--- src/include/vesr_pkg.sv ---
package vesr_pkg;

  // host i/o ports of the sequencer
  localparam logic [15:0] VESR_PORT_INDEX = 16'h03C4;
  localparam logic [15:0] VESR_PORT_DATA = 16'h03C5;

  // extended sequencer indices
  localparam logic [7:0] VESR_IDX_PASSWORD = 8'h05;
  localparam logic [7:0] VESR_IDX_FEATURE = 8'hC0;
  localparam logic [7:0] VESR_IDX_MODE = 8'hC1;
  localparam logic [7:0] VESR_IDX_CLKPIN = 8'hC2;
  localparam logic [7:0] VESR_IDX_NUM_A = 8'hC3;
  localparam logic [7:0] VESR_IDX_NUM_B = 8'hC4;

  // reset values
  localparam logic [7:0] VESR_RST_INDEX = 8'h00;
  localparam logic [7:0] VESR_RST_FEATURE = 8'h00;
  localparam logic [7:0] VESR_RST_MODE = 8'h00;
  localparam logic [7:0] VESR_RST_CLKPIN = 8'h00;
  localparam logic [7:0] VESR_RST_NUM_A = 8'h9C;
  localparam logic [7:0] VESR_RST_NUM_B = 8'hA8;
  localparam logic [7:0] VESR_READ_ZERO = 8'h00;

  // clock and pin select: writable bits, bits 3:2 reserved
  localparam logic [7:0] VESR_CLKPIN_WMASK = 8'hF3;

  // vga feature control fields
  localparam int VESR_FC_WBUF = 0;
  localparam int VESR_FC_SNOOP_OFF = 1;
  localparam int VESR_FC_LINEAR = 2;
  localparam int VESR_FC_MMIO = 3;
  localparam int VESR_FC_GE_ACCESS = 4;
  localparam int VESR_FC_GE_ACTIVE = 5;
  localparam int VESR_FC_VAFC = 6;
  localparam int VESR_FC_PCLK_DIV2 = 7;

  // extended mode select fields
  localparam int VESR_EM_ENH16 = 0;
  localparam int VESR_EM_ENH256 = 1;
  localparam int VESR_EM_DC15 = 2;
  localparam int VESR_EM_DC16 = 3;
  localparam int VESR_EM_DC24 = 4;
  localparam int VESR_EM_TEXT132 = 5;
  localparam int VESR_EM_INTERLACE = 6;
  localparam int VESR_EM_ENH16_BANK = 7;

  // clock and pin select fields
  localparam int VESR_CP_SEL_LO = 0;
  localparam int VESR_CP_SEL_HI = 1;
  localparam int VESR_CP_EXT_EN = 4;
  localparam int VESR_CP_PIN_DATA = 5;
  localparam int VESR_CP_PIN_USER = 6;
  localparam int VESR_CP_FOUR_BYTE = 7;

  // numerator fields
  localparam int VESR_NUM_HI = 6;
  localparam int VESR_NUM_DIV4 = 7;
  localparam int VESR_NUM_W = 7;

  // activity pin routing must read this to hand the pin over
  localparam logic [1:0] VESR_ACT_ROUTE_MATCH = 2'h3;

  // synthesizer reference and the usual divide-by-four threshold
  localparam int VESR_REF_OSC_KHZ = 14318;
  localparam int VESR_DIV4_BELOW_MHZ = 50;

endpackage

--- src/logic/vesr_clk_sel.sv ---
`timescale 1ns/1ps
module vesr_clk_sel
  import vesr_pkg::*;
(
  // clock and reset
  input wire logic i_ref_clk,
  input wire logic i_rstn,
  // select sources
  input wire logic [1:0] i_misc_sel,
  input wire logic [7:0] i_clkpin,
  input wire logic [7:0] i_num_a,
  input wire logic [7:0] i_num_b,
  // effective selection
  output logic [1:0] o_sel,
  output logic o_set_b,
  output logic [VESR_NUM_W-1:0] o_numerator,
  output logic o_osc_div4
);

  logic [1:0] next_sel;
  logic [7:0] next_num;

  always_comb begin
    next_sel = i_misc_sel;
    if (i_clkpin[VESR_CP_EXT_EN]) begin
      next_sel = i_clkpin[VESR_CP_SEL_HI:VESR_CP_SEL_LO];
    end
    next_num = next_sel[0] ? i_num_b : i_num_a;
  end

  always_ff @(posedge i_ref_clk or negedge i_rstn) begin
    if (!i_rstn) begin
      o_sel <= 2'h0;
      o_set_b <= 1'b0;
      o_numerator <= VESR_RST_NUM_A[VESR_NUM_HI:0];
      o_osc_div4 <= VESR_RST_NUM_A[VESR_NUM_DIV4];
    end else begin
      o_sel <= next_sel;
      o_set_b <= next_sel[0];
      o_numerator <= next_num[VESR_NUM_HI:0];
      o_osc_div4 <= next_num[VESR_NUM_DIV4];
    end
  end

endmodule

--- src/logic/vesr_ctrl_regs.sv ---
`timescale 1ns/1ps
module vesr_ctrl_regs
  import vesr_pkg::*;
#(
  // password value that unlocks the bank; arbitrary
  parameter logic [7:0] UNLOCK_KEY = 8'h5A
) (
  // clock and reset
  input wire logic i_ref_clk,
  input wire logic i_rstn,
  // host i/o cycle
  input wire logic [15:0] i_io_addr,
  input wire logic i_io_wr,
  input wire logic i_io_rd,
  input wire logic [7:0] i_io_wdata,
  output logic [7:0] o_io_rdata,
  output logic o_io_rdata_valid,
  // context from the rest of the controller
  input wire logic [1:0] i_misc_clk_sel,
  input wire logic i_std_mode13,
  input wire logic i_act_route_en,
  input wire logic [1:0] i_act_route_sel,
  input wire logic i_vga_access,
  // activity pin
  input wire logic i_activity_pin,
  output logic o_activity_pin,
  output logic o_activity_pin_oe,
  // global switches
  output logic o_unlocked,
  output logic o_wbuf_en,
  output logic o_snoop_en,
  output logic o_linear_en,
  output logic o_mmio_en,
  output logic o_ge_access_en,
  output logic o_ge_active,
  output logic o_vafc_en,
  output logic o_vafc_pclk_div2,
  // display modes
  output logic o_enh16,
  output logic o_enh256,
  output logic o_dc15,
  output logic o_dc16,
  output logic o_dc24,
  output logic o_text132,
  output logic o_interlace,
  output logic o_enh16_banked,
  output logic o_tc_four_byte,
  // video clock selection
  output logic [1:0] o_vclk_sel,
  output logic o_vclk_set_b,
  output logic [VESR_NUM_W-1:0] o_vclk_numerator,
  output logic o_vclk_osc_div4
);

  logic [7:0] index;
  logic unlocked;
  logic [7:0] feature;
  logic [7:0] mode;
  logic [7:0] clkpin;
  logic [7:0] num_a;
  logic [7:0] num_b;
  logic pin_level;
  logic wr_index;
  logic wr_data;
  logic rd_index;
  logic rd_data;
  logic ext_hit;
  logic [7:0] next_rdata;
  logic act_routed;
  logic wr_feature;
  logic wr_mode;
  logic wr_clkpin;
  logic wr_num_a;
  logic wr_num_b;
  logic [7:0] clkpin_view;

  assign wr_index = i_io_wr && (i_io_addr == VESR_PORT_INDEX);
  assign wr_data = i_io_wr && (i_io_addr == VESR_PORT_DATA);
  assign rd_index = i_io_rd && (i_io_addr == VESR_PORT_INDEX);
  assign rd_data = i_io_rd && (i_io_addr == VESR_PORT_DATA);
  // the whole extended bank sits behind the password
  assign ext_hit = unlocked && ((index == VESR_IDX_FEATURE) ||
      (index == VESR_IDX_MODE) || (index == VESR_IDX_CLKPIN) ||
      (index == VESR_IDX_NUM_A) || (index == VESR_IDX_NUM_B));
  assign act_routed = i_act_route_en &&
      (i_act_route_sel == VESR_ACT_ROUTE_MATCH);

  // one write strobe per register, each behind the password
  assign wr_feature = wr_data && ext_hit && (index == VESR_IDX_FEATURE);
  assign wr_mode = wr_data && ext_hit && (index == VESR_IDX_MODE);
  assign wr_clkpin = wr_data && ext_hit && (index == VESR_IDX_CLKPIN);
  assign wr_num_a = wr_data && ext_hit && (index == VESR_IDX_NUM_A);
  assign wr_num_b = wr_data && ext_hit && (index == VESR_IDX_NUM_B);

  // status bit shows the pin itself; reserved bits stay zero
  always_comb begin
    clkpin_view = clkpin & VESR_CLKPIN_WMASK;
    clkpin_view[VESR_CP_PIN_DATA] = pin_level;
  end

  vesr_sync3 u_pin_sync (
    .i_ref_clk(i_ref_clk),
    .i_rstn(i_rstn),
    .i_async(i_activity_pin),
    .o_level(pin_level)
  );

  vesr_clk_sel u_clk_sel (
    .i_ref_clk(i_ref_clk),
    .i_rstn(i_rstn),
    .i_misc_sel(i_misc_clk_sel),
    .i_clkpin(clkpin),
    .i_num_a(num_a),
    .i_num_b(num_b),
    .o_sel(o_vclk_sel),
    .o_set_b(o_vclk_set_b),
    .o_numerator(o_vclk_numerator),
    .o_osc_div4(o_vclk_osc_div4)
  );

  // index latch
  always_ff @(posedge i_ref_clk or negedge i_rstn) begin
    if (!i_rstn) begin
      index <= VESR_RST_INDEX;
    end else if (wr_index) begin
      index <= i_io_wdata;
    end
  end

  // any write to the password index relocks unless it is the key
  always_ff @(posedge i_ref_clk or negedge i_rstn) begin
    if (!i_rstn) begin
      unlocked <= 1'b0;
    end else if (wr_data && (index == VESR_IDX_PASSWORD)) begin
      unlocked <= (i_io_wdata == UNLOCK_KEY);
    end
  end

  // vga feature control; everything it switches is off in reset, snooping too until bit 1, clear from reset, turns it on at the first clock after reset
  always_ff @(posedge i_ref_clk or negedge i_rstn) begin
    if (!i_rstn) begin
      feature <= VESR_RST_FEATURE;
    end else if (wr_feature) begin
      feature <= i_io_wdata;
    end
  end

  // extended mode select
  always_ff @(posedge i_ref_clk or negedge i_rstn) begin
    if (!i_rstn) begin
      mode <= VESR_RST_MODE;
    end else if (wr_mode) begin
      mode <= i_io_wdata;
    end
  end

  // clock and pin select; reserved bits never hold a one
  always_ff @(posedge i_ref_clk or negedge i_rstn) begin
    if (!i_rstn) begin
      clkpin <= VESR_RST_CLKPIN;
    end else if (wr_clkpin) begin
      clkpin <= i_io_wdata & VESR_CLKPIN_WMASK;
    end
  end

  // numerator of video clock set a
  always_ff @(posedge i_ref_clk or negedge i_rstn) begin
    if (!i_rstn) begin
      num_a <= VESR_RST_NUM_A;
    end else if (wr_num_a) begin
      num_a <= i_io_wdata;
    end
  end

  // numerator of video clock set b
  always_ff @(posedge i_ref_clk or negedge i_rstn) begin
    if (!i_rstn) begin
      num_b <= VESR_RST_NUM_B;
    end else if (wr_num_b) begin
      num_b <= i_io_wdata;
    end
  end

  // read mux; locked or unmapped indices read zero
  always_comb begin
    next_rdata = VESR_READ_ZERO;
    if (rd_index) begin
      next_rdata = index;
    end else if (rd_data && (index == VESR_IDX_PASSWORD)) begin
      next_rdata = {7'h00, unlocked};
    end else if (rd_data && ext_hit) begin
      unique case (index)
        VESR_IDX_FEATURE: begin
          next_rdata = feature;
        end
        VESR_IDX_MODE: begin
          next_rdata = mode;
        end
        VESR_IDX_CLKPIN: begin
          next_rdata = clkpin_view;
        end
        VESR_IDX_NUM_A: begin
          next_rdata = num_a;
        end
        VESR_IDX_NUM_B: begin
          next_rdata = num_b;
        end
        default: begin
          next_rdata = VESR_READ_ZERO;
        end
      endcase
    end
  end

  always_ff @(posedge i_ref_clk or negedge i_rstn) begin
    if (!i_rstn) begin
      o_io_rdata <= VESR_READ_ZERO;
    end else begin
      o_io_rdata <= next_rdata;
    end
  end

  // one answer per taken read, whatever the index
  always_ff @(posedge i_ref_clk or negedge i_rstn) begin
    if (!i_rstn) begin
      o_io_rdata_valid <= 1'b0;
    end else begin
      o_io_rdata_valid <= rd_index || rd_data;
    end
  end

  // activity pin: released when routing is not handed to this block
  always_ff @(posedge i_ref_clk or negedge i_rstn) begin
    if (!i_rstn) begin
      o_activity_pin_oe <= 1'b0;
    end else begin
      o_activity_pin_oe <= act_routed;
    end
  end

  // user level or the access strobe drives the pin
  always_ff @(posedge i_ref_clk or negedge i_rstn) begin
    if (!i_rstn) begin
      o_activity_pin <= 1'b0;
    end else if (clkpin[VESR_CP_PIN_USER]) begin
      o_activity_pin <= clkpin[VESR_CP_PIN_DATA];
    end else begin
      o_activity_pin <= i_vga_access;
    end
  end

  // password state seen by the rest of the controller
  always_ff @(posedge i_ref_clk or negedge i_rstn) begin
    if (!i_rstn) begin
      o_unlocked <= 1'b0;
    end else begin
      o_unlocked <= unlocked;
    end
  end

  // switches follow the registers one cycle later
  always_ff @(posedge i_ref_clk or negedge i_rstn) begin
    if (!i_rstn) begin
      o_wbuf_en <= 1'b0;
      o_snoop_en <= 1'b0;
      o_linear_en <= 1'b0;
      o_mmio_en <= 1'b0;
      o_ge_access_en <= 1'b0;
      o_ge_active <= 1'b0;
      o_vafc_en <= 1'b0;
      o_vafc_pclk_div2 <= 1'b0;
    end else begin
      o_wbuf_en <= feature[VESR_FC_WBUF];
      o_snoop_en <= !feature[VESR_FC_SNOOP_OFF];
      o_linear_en <= feature[VESR_FC_LINEAR];
      o_mmio_en <= feature[VESR_FC_MMIO];
      o_ge_access_en <= feature[VESR_FC_GE_ACCESS];
      o_ge_active <= feature[VESR_FC_GE_ACTIVE];
      o_vafc_en <= feature[VESR_FC_VAFC];
      o_vafc_pclk_div2 <= feature[VESR_FC_PCLK_DIV2];
    end
  end

  // colour depth decode; direct colour only rides on 256-colour
  always_ff @(posedge i_ref_clk or negedge i_rstn) begin
    if (!i_rstn) begin
      o_enh16 <= 1'b0;
      o_enh256 <= 1'b0;
      o_dc15 <= 1'b0;
      o_dc16 <= 1'b0;
      o_dc24 <= 1'b0;
    end else begin
      o_enh16 <= mode[VESR_EM_ENH16];
      o_enh256 <= mode[VESR_EM_ENH256] && !i_std_mode13;
      o_dc15 <= mode[VESR_EM_ENH256] && mode[VESR_EM_DC15];
      o_dc16 <= mode[VESR_EM_ENH256] && mode[VESR_EM_DC16];
      o_dc24 <= mode[VESR_EM_ENH256] && mode[VESR_EM_DC24];
    end
  end

  // text width, scan type and 16-colour memory layout
  always_ff @(posedge i_ref_clk or negedge i_rstn) begin
    if (!i_rstn) begin
      o_text132 <= 1'b0;
      o_interlace <= 1'b0;
      o_enh16_banked <= 1'b0;
    end else begin
      o_text132 <= mode[VESR_EM_TEXT132];
      o_interlace <= mode[VESR_EM_INTERLACE];
      o_enh16_banked <= mode[VESR_EM_ENH16_BANK];
    end
  end

  // true-colour layout lives in the clock and pin register
  always_ff @(posedge i_ref_clk or negedge i_rstn) begin
    if (!i_rstn) begin
      o_tc_four_byte <= 1'b0;
    end else begin
      o_tc_four_byte <= clkpin[VESR_CP_FOUR_BYTE];
    end
  end

endmodule

--- src/logic/vesr_sync3.sv ---
`timescale 1ns/1ps
module vesr_sync3
  import vesr_pkg::*;
(
  // clock and reset
  input wire logic i_ref_clk,
  input wire logic i_rstn,
  // asynchronous level in, filtered level out
  input wire logic i_async,
  output logic o_level
);

  logic ff1;
  logic ff2;
  logic ff3;

  always_ff @(posedge i_ref_clk or negedge i_rstn) begin
    if (!i_rstn) begin
      ff1 <= 1'b0;
      ff2 <= 1'b0;
      ff3 <= 1'b0;
    end else begin
      ff1 <= i_async;
      ff2 <= ff1;
      ff3 <= ff2;
    end
  end

  // a change counts only once two settled stages agree
  always_ff @(posedge i_ref_clk or negedge i_rstn) begin
    if (!i_rstn) begin
      o_level <= 1'b0;
    end else if (ff2 == ff3) begin
      o_level <= ff3;
    end
  end

endmodule
--- config.mk ---
export PLATFORM = sky130hd
export DESIGN_NAME = vesr_ctrl_regs
export DESIGN_NICKNAME = d
export VERILOG_FILES = /design/src/include/vesr_pkg.sv /design/src/logic/vesr_clk_sel.sv /design/src/logic/vesr_ctrl_regs.sv /design/src/logic/vesr_sync3.sv
export SDC_FILE = /design/constraint.sdc
export NUM_CORES = 1
export LEC_CHECK = 0
export BUFFER_PORTS_ARGS = -buffer_cell sky130_fd_sc_hd__buf_2
export CAP_MARGIN = 20
export CELL_PAD_IN_SITES_DETAIL_PLACEMENT = 1
export CELL_PAD_IN_SITES_GLOBAL_PLACEMENT = 2
export CORE_ASPECT_RATIO = 2
export CORE_MARGIN = 2
export CORE_UTILIZATION = 35
export CTS_BUF_LIST = sky130_fd_sc_hd__clkbuf_8
export DETAILED_ROUTE_END_ITERATION = 10
export PLACE_DENSITY_LB_ADDON = 0.25
export SLEW_MARGIN = 20
export SYNTH_ARGS = -nofsm -noshare
export SYNTH_HDL_FRONTEND = slang
export SYNTH_SLANG_ARGS = --single-unit
--- constraint.sdc ---
create_clock -name i_ref_clk -period 2.3 [get_ports i_ref_clk]
set_clock_uncertainty 0.1 [all_clocks]
set_input_delay 0.46 -clock i_ref_clk [delete_from_list [all_inputs] [get_ports i_ref_clk]]
set_output_delay 0.46 -clock i_ref_clk [all_outputs]
set_load 0.03 [all_outputs]
Yosys cells after proc, flatten, opt, wreduce, memory -nomap -nowiden

Cells that the tools add are included.

ROM bits: 0
Latch bits: 0
Input bits: 36
Memory bits (writable): 0
Memories kept: 0
Register bits: 91
Output and inout bits: 40

$add $sub $neg: 0
Bitwise gates (word level): 0
Equal/unequal tests: 11
Multiplexer cells: 7
Magnitude comparators: 0
Shift operators: 0
Multiply operators: 0
Divide/modulo/power cells: 0
Reductions and logical operators: 26

Operators by type and width:

| operator                                         | number |
|---|---|
| == test 8 bit (second input constant)            | 5 |
| case mux 8 bit (5 select lines)                  | 1 |
| == test 16 x 10 -> 1 bit (second input constant) | 2 |
| two-way mux 8 bit                                | 4 |
| logical AND 1 bit                                | 19 |
| == test 8 x 3 -> 1 bit (second input constant)   | 1 |
| == test 8 x 7 -> 1 bit (second input constant)   | 1 |
| logical OR 1 bit                                 | 5 |
| == test 2 bit (second input constant)            | 1 |
| zero test 1 bit                                  | 2 |
| two-way mux 2 bit                                | 1 |
| == test 1 bit                                    | 1 |
| two-way mux 1 bit                                | 1 |

Logic depth before layout (Yosys ltp)

Depth in word-level cells: 10
Gate-level depth with buffers: 6
Mapped depth without buffers: 4

Cells and area by module

From an unflattened synthesis, not the netlist that was laid out.

Cells, all modules: 267
Area, all modules: 3,713.6 µm²

By module, submodules not included:

| module         | cells each | sequential area each (µm²) | area each (µm²) | times used |
|---|---|---|---|---|
| vesr_ctrl_regs | 240        | 1,910.6                    | 3,211.8         | 1 |
| vesr_clk_sel   | 22         | 255.2                      | 390.4           | 1 |
| vesr_sync3     | 5          | 100.1                      | 111.4           | 1 |

Least setup slack after synthesis

OpenSTA, ideal clock, no wires.

Path kind: register to register
Start: reg index[5]
End: reg mode[0]
Arrival time: 2.192 ns
Setup time: 0.125 ns
Slack: -0.116 ns
Stages on the path, launching flop included: 5
Required time: 2.075 ns
Path buffers: 0
Path through: dfrtp_1 -> or3_4 -> a2111o_1 -> nor4_4 -> mux2_2

Cells in the longest elaborated chain, start to end: 8
Elaborated cells between the ends (all ways): 12
Classes of those cells: eq/ne (5); reduce/logical (7)

RTL lines:

| element                                 | line                                                             | text |
|---|---|---|
| from (decl)                             | vesr_ctrl_regs.sv:55                                             | `logic [7:0] index;` |
| from (signal assigned)                  | vesr_ctrl_regs.sv:126                                            | `index <= i_io_wdata;` |
| == test 8 bit, on equally long branches | vesr_ctrl_regs.sv:82, vesr_ctrl_regs.sv:83, vesr_ctrl_regs.sv:90 |  |
| logical OR 1 bit                        | vesr_ctrl_regs.sv:82                                             | `assign ext_hit = unlocked && ((index == VESR_IDX_FEATURE) \|\|` |
| logical OR 1 bit (2 in series)          | vesr_ctrl_regs.sv:83                                             | `(index == VESR_IDX_MODE) \|\| (index == VESR_IDX_CLKPIN) \|\|` |
| logical OR 1 bit                        | vesr_ctrl_regs.sv:84                                             | `(index == VESR_IDX_NUM_A) \|\| (index == VESR_IDX_NUM_B));` |
| logical AND 1 bit                       | vesr_ctrl_regs.sv:82                                             |  |
| logical AND 1 bit                       | vesr_ctrl_regs.sv:90                                             | `assign wr_mode = wr_data && ext_hit && (index == VESR_IDX_MODE);` |
| logical AND 1 bit *                     | vesr_ctrl_regs.sv:90                                             |  |
| to (signal assigned)                    | vesr_ctrl_regs.sv:153                                            | `mode <= i_io_wdata;` |
| to (decl)                               | vesr_ctrl_regs.sv:58                                             | `logic [7:0] mode;` |

Mark *: on every way between the ends. The rest lies on a longest branch, timed or not.
A chain may end at the register's enable or synchronous reset.

Final worst setup path

Start: reg index[3]
End: reg mode[2]

Same word-level chain as after synthesis.

==> flow_summary.json <==
{
  "rsz0062_at_grt": "true",
  "synth-seq-cells": 90,
  "grt_usage": 0.187,
  "vias": 2665,
  "cts.sinks": 90,
  "gr-total-overflow": 0,
  "clock_path_buffers": 2,
  "fin_crit_ps": 2320,
  "grt_pass1_vias": 3001,
  "status": "complete, but fails checks",
  "use_met2": 0.349,
  "worstReg2RegStart": "index[3]",
  "clk_latency_ps": 370,
  "cp-start-kind": "register",
  "synth_seq_area_share": 0.600,
  "finalMaxSlewViolations": 0,
  "ant_nets": 0,
  "layout-drive-gt1-share": 0.522,
  "grt_max_degree": 37,
  "first_pass_iters": 5,
  "layout.nets": 420,
  "max_stage_delay_ps": 420,
  "whs_ps": 87.9,
  "routed_via_density": 5.07,
  "crit_type": "register to register",
  "gp_congestion": 0.841,
  "grt_pass1_wl_um": 16500,
  "final.setup.tns_ps": -45.9,
  "use_met1": 0.214,
  "power.density_nw_per_um2": 575,
  "final_common_cell": "dfrtp_1",
  "crit_family": "simple AND/OR/NAND/NOR gates",
  "final.period_utilization": 1.01,
  "fin_total_pwr_mw": 2.82,
  "fp.dieW_um": 77.4,
  "min_path_cells": 1,
  "power_leakage_nw": 2.39,
  "path_clk_slew_ps": 100,
  "antenna_found_initial": 0,
  "min_to": "u_pin_sync.ff1",
  "worst-path-buf-inv": 1,
  "hold_start": "i_activity_pin",
  "pre_cts_ws_ps": -46.7,
  "setup.worst_path.end_class": "register",
  "htree_levels": 3,
  "cp.arrival_ps": 2460,
  "cts_buffers": 9,
  "drt_iter0_drc": 105,
  "synth_edf_count": 0,
  "busiest_layer": "met2",
  "cp_slowest_cell": "or3_4",
  "syn_inst": 271,
  "yosysWarnings": 0,
  "wire_per_inst_um": 19.5,
  "hpwl_um": 7480,
  "ff2ff_setup_slack_ps": -20,
  "routed_wl_um": 10300,
  "timing.final.ws_setup_ps": -15.4,
  "synth_ff_type": "dfrtp_1",
  "synth_cell_types": 42,
  "synth_nets": 307,
  "hold_viol": 0,
  "synth_area_um2": 3770,
  "start_util": 0.360,
  "setup_viol": 5,
  "area_growth_pct": 30.0,
  "vdd_ir_drop_max_mv": 0.322,
  "slew_headroom": 0.615,
  "crit_top_cell": "or3_4",
  "tritoncts": "yes",
  "violations": "setup timing",
  "cp_data_required_time_ps": 2450,
  "pin_count": 76,
  "mostFrequentLayoutCells": "dfrtp_1, buf_2, buf_4",
  "crit_fanout": 5,
  "cts-root-buf": "clkbuf_8",
  "r2r_cells": 5,
  "fmax_ghz": 0.432,
  "worstReg2RegEnd": "mode[2]",
  "rows": 53,
  "core_area_um2": 10500,
  "synth.avg_cell_area_um2": 13.9,
  "synthArstFlopShare": 1.00,
  "crit_chain": "or3_4 > or3_4 > nor4_4 > buf_6 > mux2_4",
  "cap_violations": 0,
  "die_h_um": 151,
  "numPortBuffers": 75,
  "drc": 0,
  "post-place-cells": 508,
  "worst_slew_pin_slew_ps": 569,
  "finalNonFillerCells": 526,
  "dieArea_um2": 11700,
  "use_met3": 0.0322,
  "antenna_cells": 0,
  "min_path_type": "input port to register"
}
==> per-layer routing <==
layer  up-vias  wire (um)
li1       1216          -
met1      1380       4010
met2        61       5820
met3         8        291
met4         0        158
met5         -          0
==> report_power, final <==
part / leakage, nW / switching [mW] / internal [mW]
registers: 1.19 / 0.00327 / 1.59
logic: 1.10 / 0.0822 / 0.0461
clock network: 0.105 / 0.587 / 0.514
==> layout make-up <==
| type | instances | area (um2) |
|---|---|---|
| flip-flops and latches | 90 | 2270 |
| well taps | 137 | 171 |
| fillers | 1136 | 5570 |
| repair buffers | 112 | 707 |
| clock inverters | 7 | 77.6 |
| multi-input cells | 163 | 1530 |
| clock buffers | 9 | 124 |
| inverters | 8 | 30.0 |
==> synthesized netlist by cell type (all sizes together), types with 4 or more instances <==
cell    instances  area share
mux2           57        0.18
dfstp          11       0.077
o32ai           4      0.0093
nor4bb          4       0.011
clkbuf          6      0.0060
o21ai           6      0.0080
or3             5      0.0096
a21oi           9       0.012
inv             8      0.0080
nor2            6      0.0060
mux2i          12       0.032
buf             4      0.0056
dfrtp          79        0.52
nand2          11       0.011
nand3b          8       0.016
nand4           4      0.0066
nor4b           6       0.014
==> state kept, by name (all words and copies together), names as in the netlist, 2 cells and up <==
register / count
u_clk_sel.o_numerator: 7
clkpin: 6
mode: 8
num_a: 8
num_b: 8
o_io_rdata: 8
feature: 8
index: 8
u_clk_sel.o_sel: 2
==> what timing repair did <==
action                                  CTS  global route
resized for setup                         7            19
hold buffers                              1             0
buffers inserted                          0             1
endpoints found under the hold margin    24             0
gates cloned                              0             0
pin swaps                                 0             2
endpoints found under the setup margin   13            31
==> through the flow <==
stage	util	area [um2]
detailed placement	0.438	4590
CTS	0.461	4830
global route	0.468	4910
global placement	0.438	4590
finish	0.468	4910
floorplan	-	3800
==> logic make-up after synthesis <==
logic type / Yosys count / share of synthesized area
buffers and inverters: 18 / 0.0196
AND/OR/NAND/NOR: 65 / 0.121
adder cells (fa/ha/maj): 1 / 0.00265
flip-flops: 90 / 0.600
multiplexers: 69 / 0.207
AO/OA/AOI/OAI: 28 / 0.0494
==> worst max-delay path by stage <==
stage / start / to / slack [ps] / depth (start not counted)
floorplan: index[0] / feature[0] / -70 / 5
global placement: i_io_addr[11] / mode[0] / -40 / 7
detailed placement: i_io_addr[11] / clkpin[6] / -50 / 7
CTS: index[3] / mode[0] / -30 / 5
global route: index[3] / mode[2] / -40 / 5
finish: index[3] / mode[2] / -20 / 5
(Power assumes the default switching activity.)
